$ cat config.mk
export PLATFORM = sky130hd
export DESIGN_NAME = mrb_device_flat
export DESIGN_NICKNAME = d
export VERILOG_FILES = /design/src/mrb_pkg.sv /design/src/mrb_link.sv /design/src/mrb_device.sv /design/src/mrb_order.sv /design/src/flat_wrapper.sv
export VERILOG_INCLUDE_DIRS = /design/src
export SDC_FILE = /design/constraint.sdc
export NUM_CORES = 1
export LEC_CHECK = 0
export BUFFER_PORTS_ARGS = -buffer_cell sky130_fd_sc_hd__buf_2
export CAP_MARGIN = 10
export CORE_UTILIZATION = 30
export CTS_CLUSTER_SIZE = 28
export DETAILED_ROUTE_END_ITERATION = 12
export SYNTH_ARGS = -nofsm -noshare
export SYNTH_HDL_FRONTEND = slang
export SYNTH_SLANG_ARGS = --single-unit
$ cat constraint.sdc
create_clock -name core_clk -period 4.6 [get_ports core_clk]
set_input_delay 0.92 -clock core_clk [delete_from_list [all_inputs] [get_ports core_clk]]
set_output_delay 0.92 -clock core_clk [all_outputs]
set_load 0.005 [all_outputs]
$ cat src/mrb_defines.svh
// Constants for the mode register decode and burst column ordering.
// Assumes inclusion by bare name from the package and from design files.
`ifndef MRB_DEFINES_SVH
`define MRB_DEFINES_SVH
// Address and bank select bus widths.
`define MRB_ADDR_W 14
`define MRB_BANK_W 2
// Bank select value that picks the main mode register.
`define MRB_BANK_MAIN 2'h0
// Field positions inside the address word.
`define MRB_A13 13
`define MRB_SLEEP_BIT 12
`define MRB_WR_HI 11
`define MRB_WR_LO 9
`define MRB_DLL_BIT 8
`define MRB_TEST_BIT 7
`define MRB_CL_HI 6
`define MRB_CL_LO 4
`define MRB_ORDER_BIT 3
`define MRB_BL_HI 2
`define MRB_BL_LO 0
// Field encodings.
`define MRB_BL4 3'h2
`define MRB_BL8 3'h3
`define MRB_WR_MIN 3'h1
`define MRB_WR_MAX 3'h5
`define MRB_WR_OFFSET 3'h1
`define MRB_CL_MIN 3'h3
// Software port offsets.
`define MRB_REG_CTRL 4'h0
`define MRB_REG_MODE 4'h1
`define MRB_REG_STATUS 4'h2
`define MRB_REG_COLUMN 4'h3
`define MRB_REG_DEVMODE 4'h4
`define MRB_REG_TIMING 4'h5
// Control register bits.
`define MRB_CTRL_GO 0
`define MRB_CTRL_RD 1
`define MRB_CTRL_WR 2
`define MRB_CTRL_AP 3
// Timing figures in ns and the clock period in ps.
`define MRB_CLK_PS 5000
`define MRB_RECOVERY_NS 15
`define MRB_PRECHARGE_NS 15
`endif

$ cat src/mrb_pkg.sv
// Types shared by both ends of the mode register link.
// Assumes mrb_defines.svh is on the include path.
`include "mrb_defines.svh"
package mrb_pkg;
	// Command on the link, one cycle each.
	typedef enum logic [4:0] {
		MRB_CMD_NOP = 5'h01,
		MRB_CMD_LOAD = 5'h02,
		MRB_CMD_READ = 5'h04,
		MRB_CMD_WRITE = 5'h08,
		MRB_CMD_WRITE_AP = 5'h10
	} mrb_cmd_t;
	// Device burst state.
	typedef enum logic [2:0] {
		MRB_IDLE = 3'h1,
		MRB_BURST = 3'h2,
		MRB_RECOVER = 3'h4
	} mrb_state_t;
endpackage

$ cat src/mrb_link.sv
// Command/address link joining the controller end and the device end.
// Assumes a testbench instantiates it and the shared clock.
`timescale 1ns/1ps
interface mrb_link
	import mrb_pkg::*;
(
	input wire logic core_clk
);
	mrb_cmd_t cmd; // Command this cycle.
	logic [`MRB_BANK_W-1:0] bank; // Bank select bits.
	logic [`MRB_ADDR_W-1:0] addr; // Address bits.
	logic [2:0] col; // Column index of the current beat.
	logic beat; // High while a burst beat is on the data path.
	modport ctrl (input core_clk, output cmd, output bank, output addr, input col, input beat);
	modport dev (input core_clk, input cmd, input bank, input addr, output col, output beat);
endinterface

$ cat src/mrb_device.sv
// Device end: decodes mode loads and sequences burst columns.
// Assumes the controller keeps the link command rules.
//
// Chosen here: the plain strobed port and the address map.
`timescale 1ns/1ps
module mrb_device
	import mrb_pkg::*;
#(
	parameter int PRECHARGE_CYC = (`MRB_PRECHARGE_NS * 1000 + `MRB_CLK_PS - 1) / `MRB_CLK_PS
)
(
	input wire logic nrst,
	mrb_link.dev link,
	output logic sleep_exit_select,
	output logic [2:0] recovery_cycles,
	output logic dll_reset_pulse,
	output logic factory_test_bit,
	output logic [2:0] read_latency,
	output logic burst_order_select,
	output logic burst_is_eight,
	output logic mode_bad,
	output logic bank_idle,
	output logic [4:0] autoprecharge_write_delay
);
	import mrb_pkg::*;
	mrb_state_t state; // Burst state.
	logic [2:0] start; // Starting column of the burst.
	logic [2:0] beat_idx; // Beat number inside the burst.
	logic is_write; // Burst direction.
	logic auto_pre; // Burst ends with auto precharge.
	logic [4:0] recover_cnt; // Cycles left before the bank is idle.
	logic [2:0] order_col; // Column from the ordering unit.
	logic load_hit; // Main register load this cycle.
	logic [2:0] last_beat; // Index of the final beat.
	logic new_burst; // Read or write command this cycle.
	logic same_dir; // Command matches the running burst.
	logic [2:0] wr_code; // Recovery code on the address bus.
	logic [2:0] cl_code; // Latency code on the address bus.
	logic [2:0] bl_code; // Burst size field on the address bus.

	assign load_hit = link.cmd == MRB_CMD_LOAD && link.bank == `MRB_BANK_MAIN;
	assign wr_code = link.addr[`MRB_WR_HI:`MRB_WR_LO];
	assign cl_code = link.addr[`MRB_CL_HI:`MRB_CL_LO];
	assign bl_code = link.addr[`MRB_BL_HI:`MRB_BL_LO];
	assign last_beat = burst_is_eight ? 3'h7 : 3'h3;
	assign new_burst = link.cmd == MRB_CMD_READ || link.cmd == MRB_CMD_WRITE || link.cmd == MRB_CMD_WRITE_AP;
	assign same_dir = is_write == (link.cmd != MRB_CMD_READ);

	mrb_order u_order (
		.start(start),
		.beat_idx(beat_idx),
		.eight(burst_is_eight),
		.interleave(burst_order_select),
		.col(order_col)
	);

	// Stores the mode fields on a main register load.
	always_ff @(posedge link.core_clk or negedge nrst)
	begin
		if (!nrst)
		begin
			sleep_exit_select <= 1'b0;
			recovery_cycles <= 3'h2;
			factory_test_bit <= 1'b0;
			read_latency <= `MRB_CL_MIN;
			burst_order_select <= 1'b0;
			burst_is_eight <= 1'b0;
			mode_bad <= 1'b0;
		end
		else if (load_hit)
		begin
			sleep_exit_select <= link.addr[`MRB_SLEEP_BIT];
			recovery_cycles <= wr_code + `MRB_WR_OFFSET;
			factory_test_bit <= link.addr[`MRB_TEST_BIT];
			read_latency <= cl_code;
			burst_order_select <= link.addr[`MRB_ORDER_BIT];
			burst_is_eight <= bl_code == `MRB_BL8;
			// Flags a load that used a reserved code.
			mode_bad <= wr_code < `MRB_WR_MIN || wr_code > `MRB_WR_MAX || cl_code < `MRB_CL_MIN ||
				(bl_code != `MRB_BL4 && bl_code != `MRB_BL8) || link.addr[`MRB_TEST_BIT] ||
				link.addr[`MRB_A13];
		end
	end

	// Loop reset is a one-cycle pulse; a zero leaves the loop alone.
	always_ff @(posedge link.core_clk or negedge nrst)
	begin
		if (!nrst)
		begin
			dll_reset_pulse <= 1'b0;
		end
		else
		begin
			dll_reset_pulse <= load_hit && link.addr[`MRB_DLL_BIT];
		end
	end

	// Total delay from write end to idle is recovery plus precharge.
	always_ff @(posedge link.core_clk or negedge nrst)
	begin
		if (!nrst)
		begin
			autoprecharge_write_delay <= 5'h0;
		end
		else
		begin
			autoprecharge_write_delay <= 5'(recovery_cycles) + 5'(PRECHARGE_CYC);
		end
	end

	// Burst sequencer; no terminate command exists, but a same-direction command restarts an eight-beat burst early.
	always_ff @(posedge link.core_clk or negedge nrst)
	begin
		if (!nrst)
		begin
			state <= MRB_IDLE;
			start <= 3'h0;
			beat_idx <= 3'h0;
			is_write <= 1'b0;
			auto_pre <= 1'b0;
			recover_cnt <= 5'h0;
		end
		else
		begin
			case (state)
				MRB_IDLE, MRB_RECOVER:
				begin
					if (recover_cnt != 5'h0)
					begin
						recover_cnt <= recover_cnt - 5'h1;
					end
					else if (new_burst)
					begin
						state <= MRB_BURST;
						start <= link.addr[2:0];
						beat_idx <= 3'h0;
						is_write <= link.cmd != MRB_CMD_READ;
						auto_pre <= link.cmd == MRB_CMD_WRITE_AP;
					end
					else
					begin
						state <= MRB_IDLE;
					end
				end
				MRB_BURST:
				begin
					// A command at the last beat chains on; eight-beat bursts restart early on the same direction.
					if (new_burst && (beat_idx == last_beat || (burst_is_eight && same_dir)))
					begin
						start <= link.addr[2:0];
						beat_idx <= 3'h0;
						is_write <= link.cmd != MRB_CMD_READ;
						auto_pre <= link.cmd == MRB_CMD_WRITE_AP;
					end
					else if (beat_idx == last_beat)
					begin
						state <= auto_pre ? MRB_RECOVER : MRB_IDLE;
						// The exit cycle out of recovery counts as the last delay cycle.
						recover_cnt <= auto_pre ? autoprecharge_write_delay - 5'h1 : 5'h0;
						beat_idx <= 3'h0;
					end
					else
					begin
						beat_idx <= beat_idx + 3'h1;
					end
				end
				default:
				begin
					state <= MRB_IDLE;
				end
			endcase
		end
	end

	// Drives beat column and bank idle flag from flops.
	always_ff @(posedge link.core_clk or negedge nrst)
	begin
		if (!nrst)
		begin
			link.col <= 3'h0;
			link.beat <= 1'b0;
			bank_idle <= 1'b1;
		end
		else
		begin
			link.col <= order_col;
			link.beat <= state == MRB_BURST;
			bank_idle <= state == MRB_IDLE;
		end
	end
endmodule

$ cat src/mrb_order.sv
// Column order generator for one burst beat.
// Assumes the caller holds start, size and order stable for the burst.
`timescale 1ns/1ps
module mrb_order
(
	input wire logic [2:0] start,
	input wire logic [2:0] beat_idx,
	input wire logic eight,
	input wire logic interleave,
	output logic [2:0] col
);
	// Low pair wraps inside the aligned four; high bit flips after four beats.
	always_comb
	begin
		if (interleave)
		begin
			col = start ^ beat_idx;
		end
		else
		begin
			col[1:0] = start[1:0] + beat_idx[1:0];
			col[2] = start[2] ^ beat_idx[2];
		end
		if (!eight)
		begin
			col[2] = start[2];
		end
	end
endmodule

$ cat src/flat_wrapper.sv
// flat-port wrapper written by rule: the top's interface ports become plain ports
module mrb_device_flat import mrb_pkg::*;
#(
	parameter int PRECHARGE_CYC = (`MRB_PRECHARGE_NS * 1000 + `MRB_CLK_PS - 1) / `MRB_CLK_PS
)
  (nrst, sleep_exit_select, recovery_cycles, dll_reset_pulse, factory_test_bit, read_latency, burst_order_select, burst_is_eight, mode_bad, bank_idle, autoprecharge_write_delay, core_clk, link_cmd, link_bank, link_addr, link_col, link_beat);
  mrb_link link_i (.core_clk(core_clk));
  input wire logic nrst;
  output logic sleep_exit_select;
  output logic [2:0] recovery_cycles;
  output logic dll_reset_pulse;
  output logic factory_test_bit;
  output logic [2:0] read_latency;
  output logic burst_order_select;
  output logic burst_is_eight;
  output logic mode_bad;
  output logic bank_idle;
  output logic [4:0] autoprecharge_write_delay;
  input wire logic core_clk;
  input wire logic [$bits(link_i.cmd)-1:0] link_cmd;
  input wire logic [$bits(link_i.bank)-1:0] link_bank;
  input wire logic [$bits(link_i.addr)-1:0] link_addr;
  output wire logic [$bits(link_i.col)-1:0] link_col;
  output wire logic [$bits(link_i.beat)-1:0] link_beat;
  assign link_i.cmd = link_cmd;
  assign link_i.bank = link_bank;
  assign link_i.addr = link_addr;
  assign link_col = link_i.col;
  assign link_beat = link_i.beat;
  mrb_device #(.PRECHARGE_CYC(PRECHARGE_CYC)) u_core (.nrst(nrst), .link(link_i), .sleep_exit_select(sleep_exit_select), .recovery_cycles(recovery_cycles), .dll_reset_pulse(dll_reset_pulse), .factory_test_bit(factory_test_bit), .read_latency(read_latency), .burst_order_select(burst_order_select), .burst_is_eight(burst_is_eight), .mode_bad(mode_bad), .bank_idle(bank_idle), .autoprecharge_write_delay(autoprecharge_write_delay));
endmodule
; After elaboration in Yosys (flattened, before gate mapping)
; Cells that the tools add are included.
; Widths: inputs -> output; s select.
[word_totals]
register_bits = 38
in_bits = 23
output_inout_bits = 22
wordCells = 100
[classes]
addsub = 6
order_cmp = 3
eq_ne = 19
n_mux = 31
bitwise = 2
reduce_logical = 21
[ops]
columns = operator, n
row1 = $mux 3, 13
row2 = $mux 5, 4
row3 = $pmux 3 s2, 3
row4 = $pmux 5 s2, 1
row5 = $sub 5x1->5 const B, 2
row6 = $logic_or 1x1->1, 8
row7 = $ne 2x1->1 const B, 4
row8 = $reduce_and 4->1, 2
row9 = $mux 1, 7
row10 = $add 3x1->3 const B, 2
row11 = $eq 3x2->1 const B, 2
row12 = $ne 3x2->1 const B, 2
row13 = $reduce_and 3->1, 2
row14 = $eq 5x2->1 const B, 1
row15 = $eq 5x3->1 const B, 1
row16 = $eq 5x4->1 const B, 1
row17 = $eq 5x5->1 const B, 1
row18 = $logic_and 1x1->1, 5
row19 = $ne 5x3->1 const B, 1
row20 = $reduce_bool 5->1, 1
row21 = $add 3x2->4 const B, 1
row22 = $ne 2x2->1 const B, 2
row23 = $pmux 1 s2, 2
row24 = $eq 3x1->1 const B, 1
row25 = 13 further kinds, 13

; Depth between registers and ports, before layout
[depth]
ltp_word = 7
mapped_depth = 7
depth_no_buf = 7

; Hierarchy
; Synthesis repeated with hierarchy kept, for this count alone.
[unflattened]
hier_cells = 183
area_unflattened_um2 = 1953.1
[modules_own_cells]
columns = module, instances, cells_each, area_each_um2, seq_area_each_um2
row1 = mrb_device, 1, 176, 1900.6, 932.1
row2 = mrb_order, 1, 7, 52.6, 0.0

; Worst setup path before layout
; No wires, ideal clock.
[synth_timing]
path_kind = input to register
startpoint = in link_cmd[4]
endpoint = reg u_core.beat_idx[2]
setup_time_ps = 121
arrival_time_ps = 2090
required_ps = 4479
setup_slack_ps = 2389
stages = 5
n_path_buf = 0
cell_sequence = nor3b_1 mux2_2 o21a_1 a21o_1 a22o_1
[synth_via]
elab_chain_len = 7
word_cells_on_any_way = 14
classes_between = 6 x eq/ne / 2 x mux / 6 x reduce/logical
[synth_rtl]
columns = item, line
row1 = from (decl), flat_wrapper.sv:20  ; input wire logic [$bits(link_i.cmd)-1:0] link_cmd;
row2 = $ne 5x3->1, mrb_device.sv:47  ; assign same_dir = is_write == (link.cmd != MRB_CMD_READ);
row3 = $eq 1x1->1, mrb_device.sv:47
row4 = $logic_and 1x1->1, mrb_device.sv:148  ; if (new_burst && (beat_idx == last_beat || (burst_is_eight && same_dir)))
row5 = $logic_or 1x1->1, mrb_device.sv:148
row6 = $logic_and 1x1->1, mrb_device.sv:148
row7 = $mux 3, mrb_device.sv:148
row8 = $pmux 3 s2, mrb_device.sv:125  ; case (state)
row9 = to (signal assigned), mrb_device.sv:164  ; beat_idx <= beat_idx + 3'h1;
row10 = to (decl), mrb_device.sv:28  ; logic [2:0] beat_idx;
; Parallel ways exist; a longest one is shown, timed or not.
; A chain may end at the register's enable or synchronous reset.

; Final worst setup path
; Ends and elaborated chain as after synthesis.

==> flow_summary.toml <==
[critical_path]
critPathCapture = "u_core.beat_idx[2]"
startpoint = "link_cmd[4]"
ff2ff_setup_slack_ns = 2.57
critPathMaxFanout = 6
rr_worst_depth = 7
reg2reg_from = "u_core.recover_cnt[0]"
arrival_ns = 2.33
crit_buf_inv = 1
end_kind = "register"
slowest_stage = "mux2_2"
worstPathCellList = "buf_2 -> nor3b_1 -> mux2_2 -> o21a_1 -> a21o_1 -> a22o_1"
max_stage_delay_ns = 0.40
cp.depth = 6
r2r-end = "u_core.beat_idx[2]"
cp_top_family = "compound AO/OA/AOI/OAI gates"
start_kind = "primary input"
path_class = "primary input to register"
required_ns = 4.77

[grt]
grt_pass1_vias = 1252
antenna_found_initial = 0
grt_pass1_wl_mm = 5.76
grt_usage_pct = 11.9
overflow = 0
grt_max_degree = 38

[floorplan]
initial_core_util_pct = 30.9
dieArea_sq_um = 6380
die_w_um = 79.9
core_area_sq_um = 5890
num_io_pins = 45
die_y_um = 79.9
rows = 28

[clocking]
cts_max_level = 2
cts.sinks = 37
cts_root_buffer = "clkbuf_8"
cts_setup_buffers = 0
ctsHoldBuffers = 0
clk_pin_slew_ns = 0.07
cts_buffers = 5
cts_tree = "yes"
cts-resized-gates = 0
cts_buffer_depth = 2
insertion_delay_ns = 0.29

[placed_design]
globalplace.congestion = 0.839
port_buffers = 43
dp_cells = 282
dp_slack_ns = 2.15
dp_hpwl_mm = 2.63

[timing]
slew_headroom_pct = 45.6
finalSetupViolations = 0
skew_ns = 0.00999
fin_crit_sh_pct = 46.9
worstMarginPinSlew_ns = 0.816
slew_violations = 0
hold_viol = 0
period_needed_ns = 2.16
fin_ws_ns = 2.44
whs_ns = 0.456
fmaxAchievable_ghz = 0.463
rsz0062_at_grt = "no"
tns_ns = 0

[synthesis]
yosysUniqueCellTypes = 49
async_flop_share_pct = 100
synth_nets = 196
postSynthCellCount = 166
ys_ff_latch = 37
syn-cell-area_sq_um = 1820
ys.flop_type = "dfrtp_1"
ys_seq_area_share_pct = 51.2
ys_warn_count = 0
synth_edf_count = 0
syn_avg_cell_area_sq_um = 11.0

[finish]
ff_latch_area_sq_um = 932
drive_gt1_share_pct = 35.3
final_cells = 290
multi_input_area_sq_um = 821
final_core_util_pct = 37.4
diodes = 0
fillCellCount = 615
nNetsFinal = 244
synthToLayoutAreaGrowth_pct = 20.9

[flow_run]
max-cap-violations = 0

[routing]
drtIter0Drc = 41
drc = 0
routed_wl_mm = 3.54
vias = 1345
firstDrtPassIters = 4
routed_via_density = 4.64
wire_per_inst_um = 12.2
ant_nets = 0

[power]
power_density_nw_per_um2 = 430
ir_drop_mv = 0.180
p_leak_nw = 1.08

[outcome]
status = "finished, final reports clean"

[worst_hold_path]
hold_class = "register to register"
==> flip-flops by register name, summed over array words and instances, names as in the netlist <==
name	count
u_core.recover_cnt	5
u_core.autoprecharge_write_delay	4
u_core.beat_idx	3
u_core.link.col	3
u_core.read_latency	3
u_core.recovery_cycles	3
u_core.start	3
u_core.state	3
u_core.auto_pre	1
u_core.bank_idle	1
u_core.burst_is_eight	1
u_core.burst_order_select	1
u_core.dll_reset_pulse	1
u_core.factory_test_bit	1
u_core.is_write	1
u_core.link.beat	1
u_core.mode_bad	1
u_core.sleep_exit_select	1
==> cell usage after synthesis, types with 2 or more instances <==
cell type / n / share of area (%)
dfrtp_1: 32 / 44
inv_1: 14 / 2.9
mux2_2: 12 / 7.4
nand2_1: 12 / 2.5
nor2_1: 10 / 2.1
o21ai_0: 8 / 2.2
ha_1: 7 / 4.8
a21oi_1: 6 / 1.6
xnor2_1: 6 / 2.9
dfstp_2: 5 / 7.2
nand3_1: 5 / 1.4
nor3_1: 5 / 1.4
mux2i_1: 3 / 1.6
xor2_1: 3 / 1.4
a31oi_1: 2 / 0.69
nor3b_1: 2 / 0.82
o21a_1: 2 / 0.82
==> area by class of cell <==
type                    instances  share of cell area (%)
multi-input cells             112                    37.3
clock inverters                 2                   0.455
well taps                      75                    4.26
inverters                      15                    2.56
flip-flops and latches         37                    42.4
repair buffers                 43                    9.78
clock buffers                   6                    3.30
==> routing by layer <==
metal	vias up	wire length, um	track usage, %
met2	38	1530	17.9
li1	681	-	-
met4	0	59	4.82
met5	-	0	0
met3	6	176	4.11
met1	620	1780	15.6
==> cell usage in the layout, fill, tap and decap left out, drive strengths merged, types with 2 or more instances in the layout <==
cell	count
buf	43
dfrtp	32
inv	14
nand2	12
mux2	12
nor2	11
o21ai	10
ha	7
a21oi	7
nor3	7
xnor2	6
clkbuf	6
nand3	5
dfstp	5
xor2	3
mux2i	3
clkinv	3
o21a	2
nor3b	2
a31oi	2
or4b	2
a22o	2
==> report_power, final <==
| part | switching, mW | internal (mW) | leakage [nW] |
|---|---|---|---|
| combinational | 0.124 | 0.133 | 0.570 |
| clock | 0.116 | 0.105 | 0.0450 |
| sequential | 0.0591 | 0.408 | 0.466 |
==> worst min-delay path by stage <==
stage | depth (start not counted) | from | slack (ns) | endpoint
2_1_floorplan | 1 | u_core.state[2] | 0.42 | u_core.bank_idle
6_report | 1 | u_core.state[2] | 0.46 | u_core.bank_idle
3_5_place_dp | 1 | u_core.state[2] | 0.44 | u_core.bank_idle
3_3_place_gp | 1 | u_core.state[2] | 0.44 | u_core.bank_idle
5_1_grt | 1 | u_core.state[2] | 0.47 | u_core.bank_idle
4_1_cts | 1 | u_core.state[2] | 0.45 | u_core.bank_idle
==> worst reg2reg max path: stages, from the launching register on <==
cell and delay (ns):
dfrtp_1 0.38, inv_1 0.12, ha_1 0.19, or4b_4 0.49, nor3_4 0.24, a21oi_2 0.13, a21o_1 0.17, a22o_1 0.21
==> cells by family (layout without fill, tap and decap cells) <==
logic type | Yosys count | count (layout) | share of synthesized area, %
multiplexers | 15 | 15 | 9.07
AO/OA/AOI/OAI | 34 | 34 | 12.6
XOR/XNOR | 9 | 9 | 4.33
buffers and inverters | 17 | 66 | 3.71
adder cells (fa/ha/maj) | 7 | 7 | 4.81
other | 1 | 1 | 0.206
AND/OR/NAND/NOR | 46 | 46 | 14.1
flip-flops | 37 | 37 | 51.2
==> per-stage QoR <==
stage	cell area [sq um]	total power [mW]
after global placement	2120	0.724
after CTS	2200	0.955
after floorplan	1820	0.634
final	2200	0.945
after detailed placement	2120	0.732
after global routing	2200	1.01
Power figures use the tool's default switching activity.
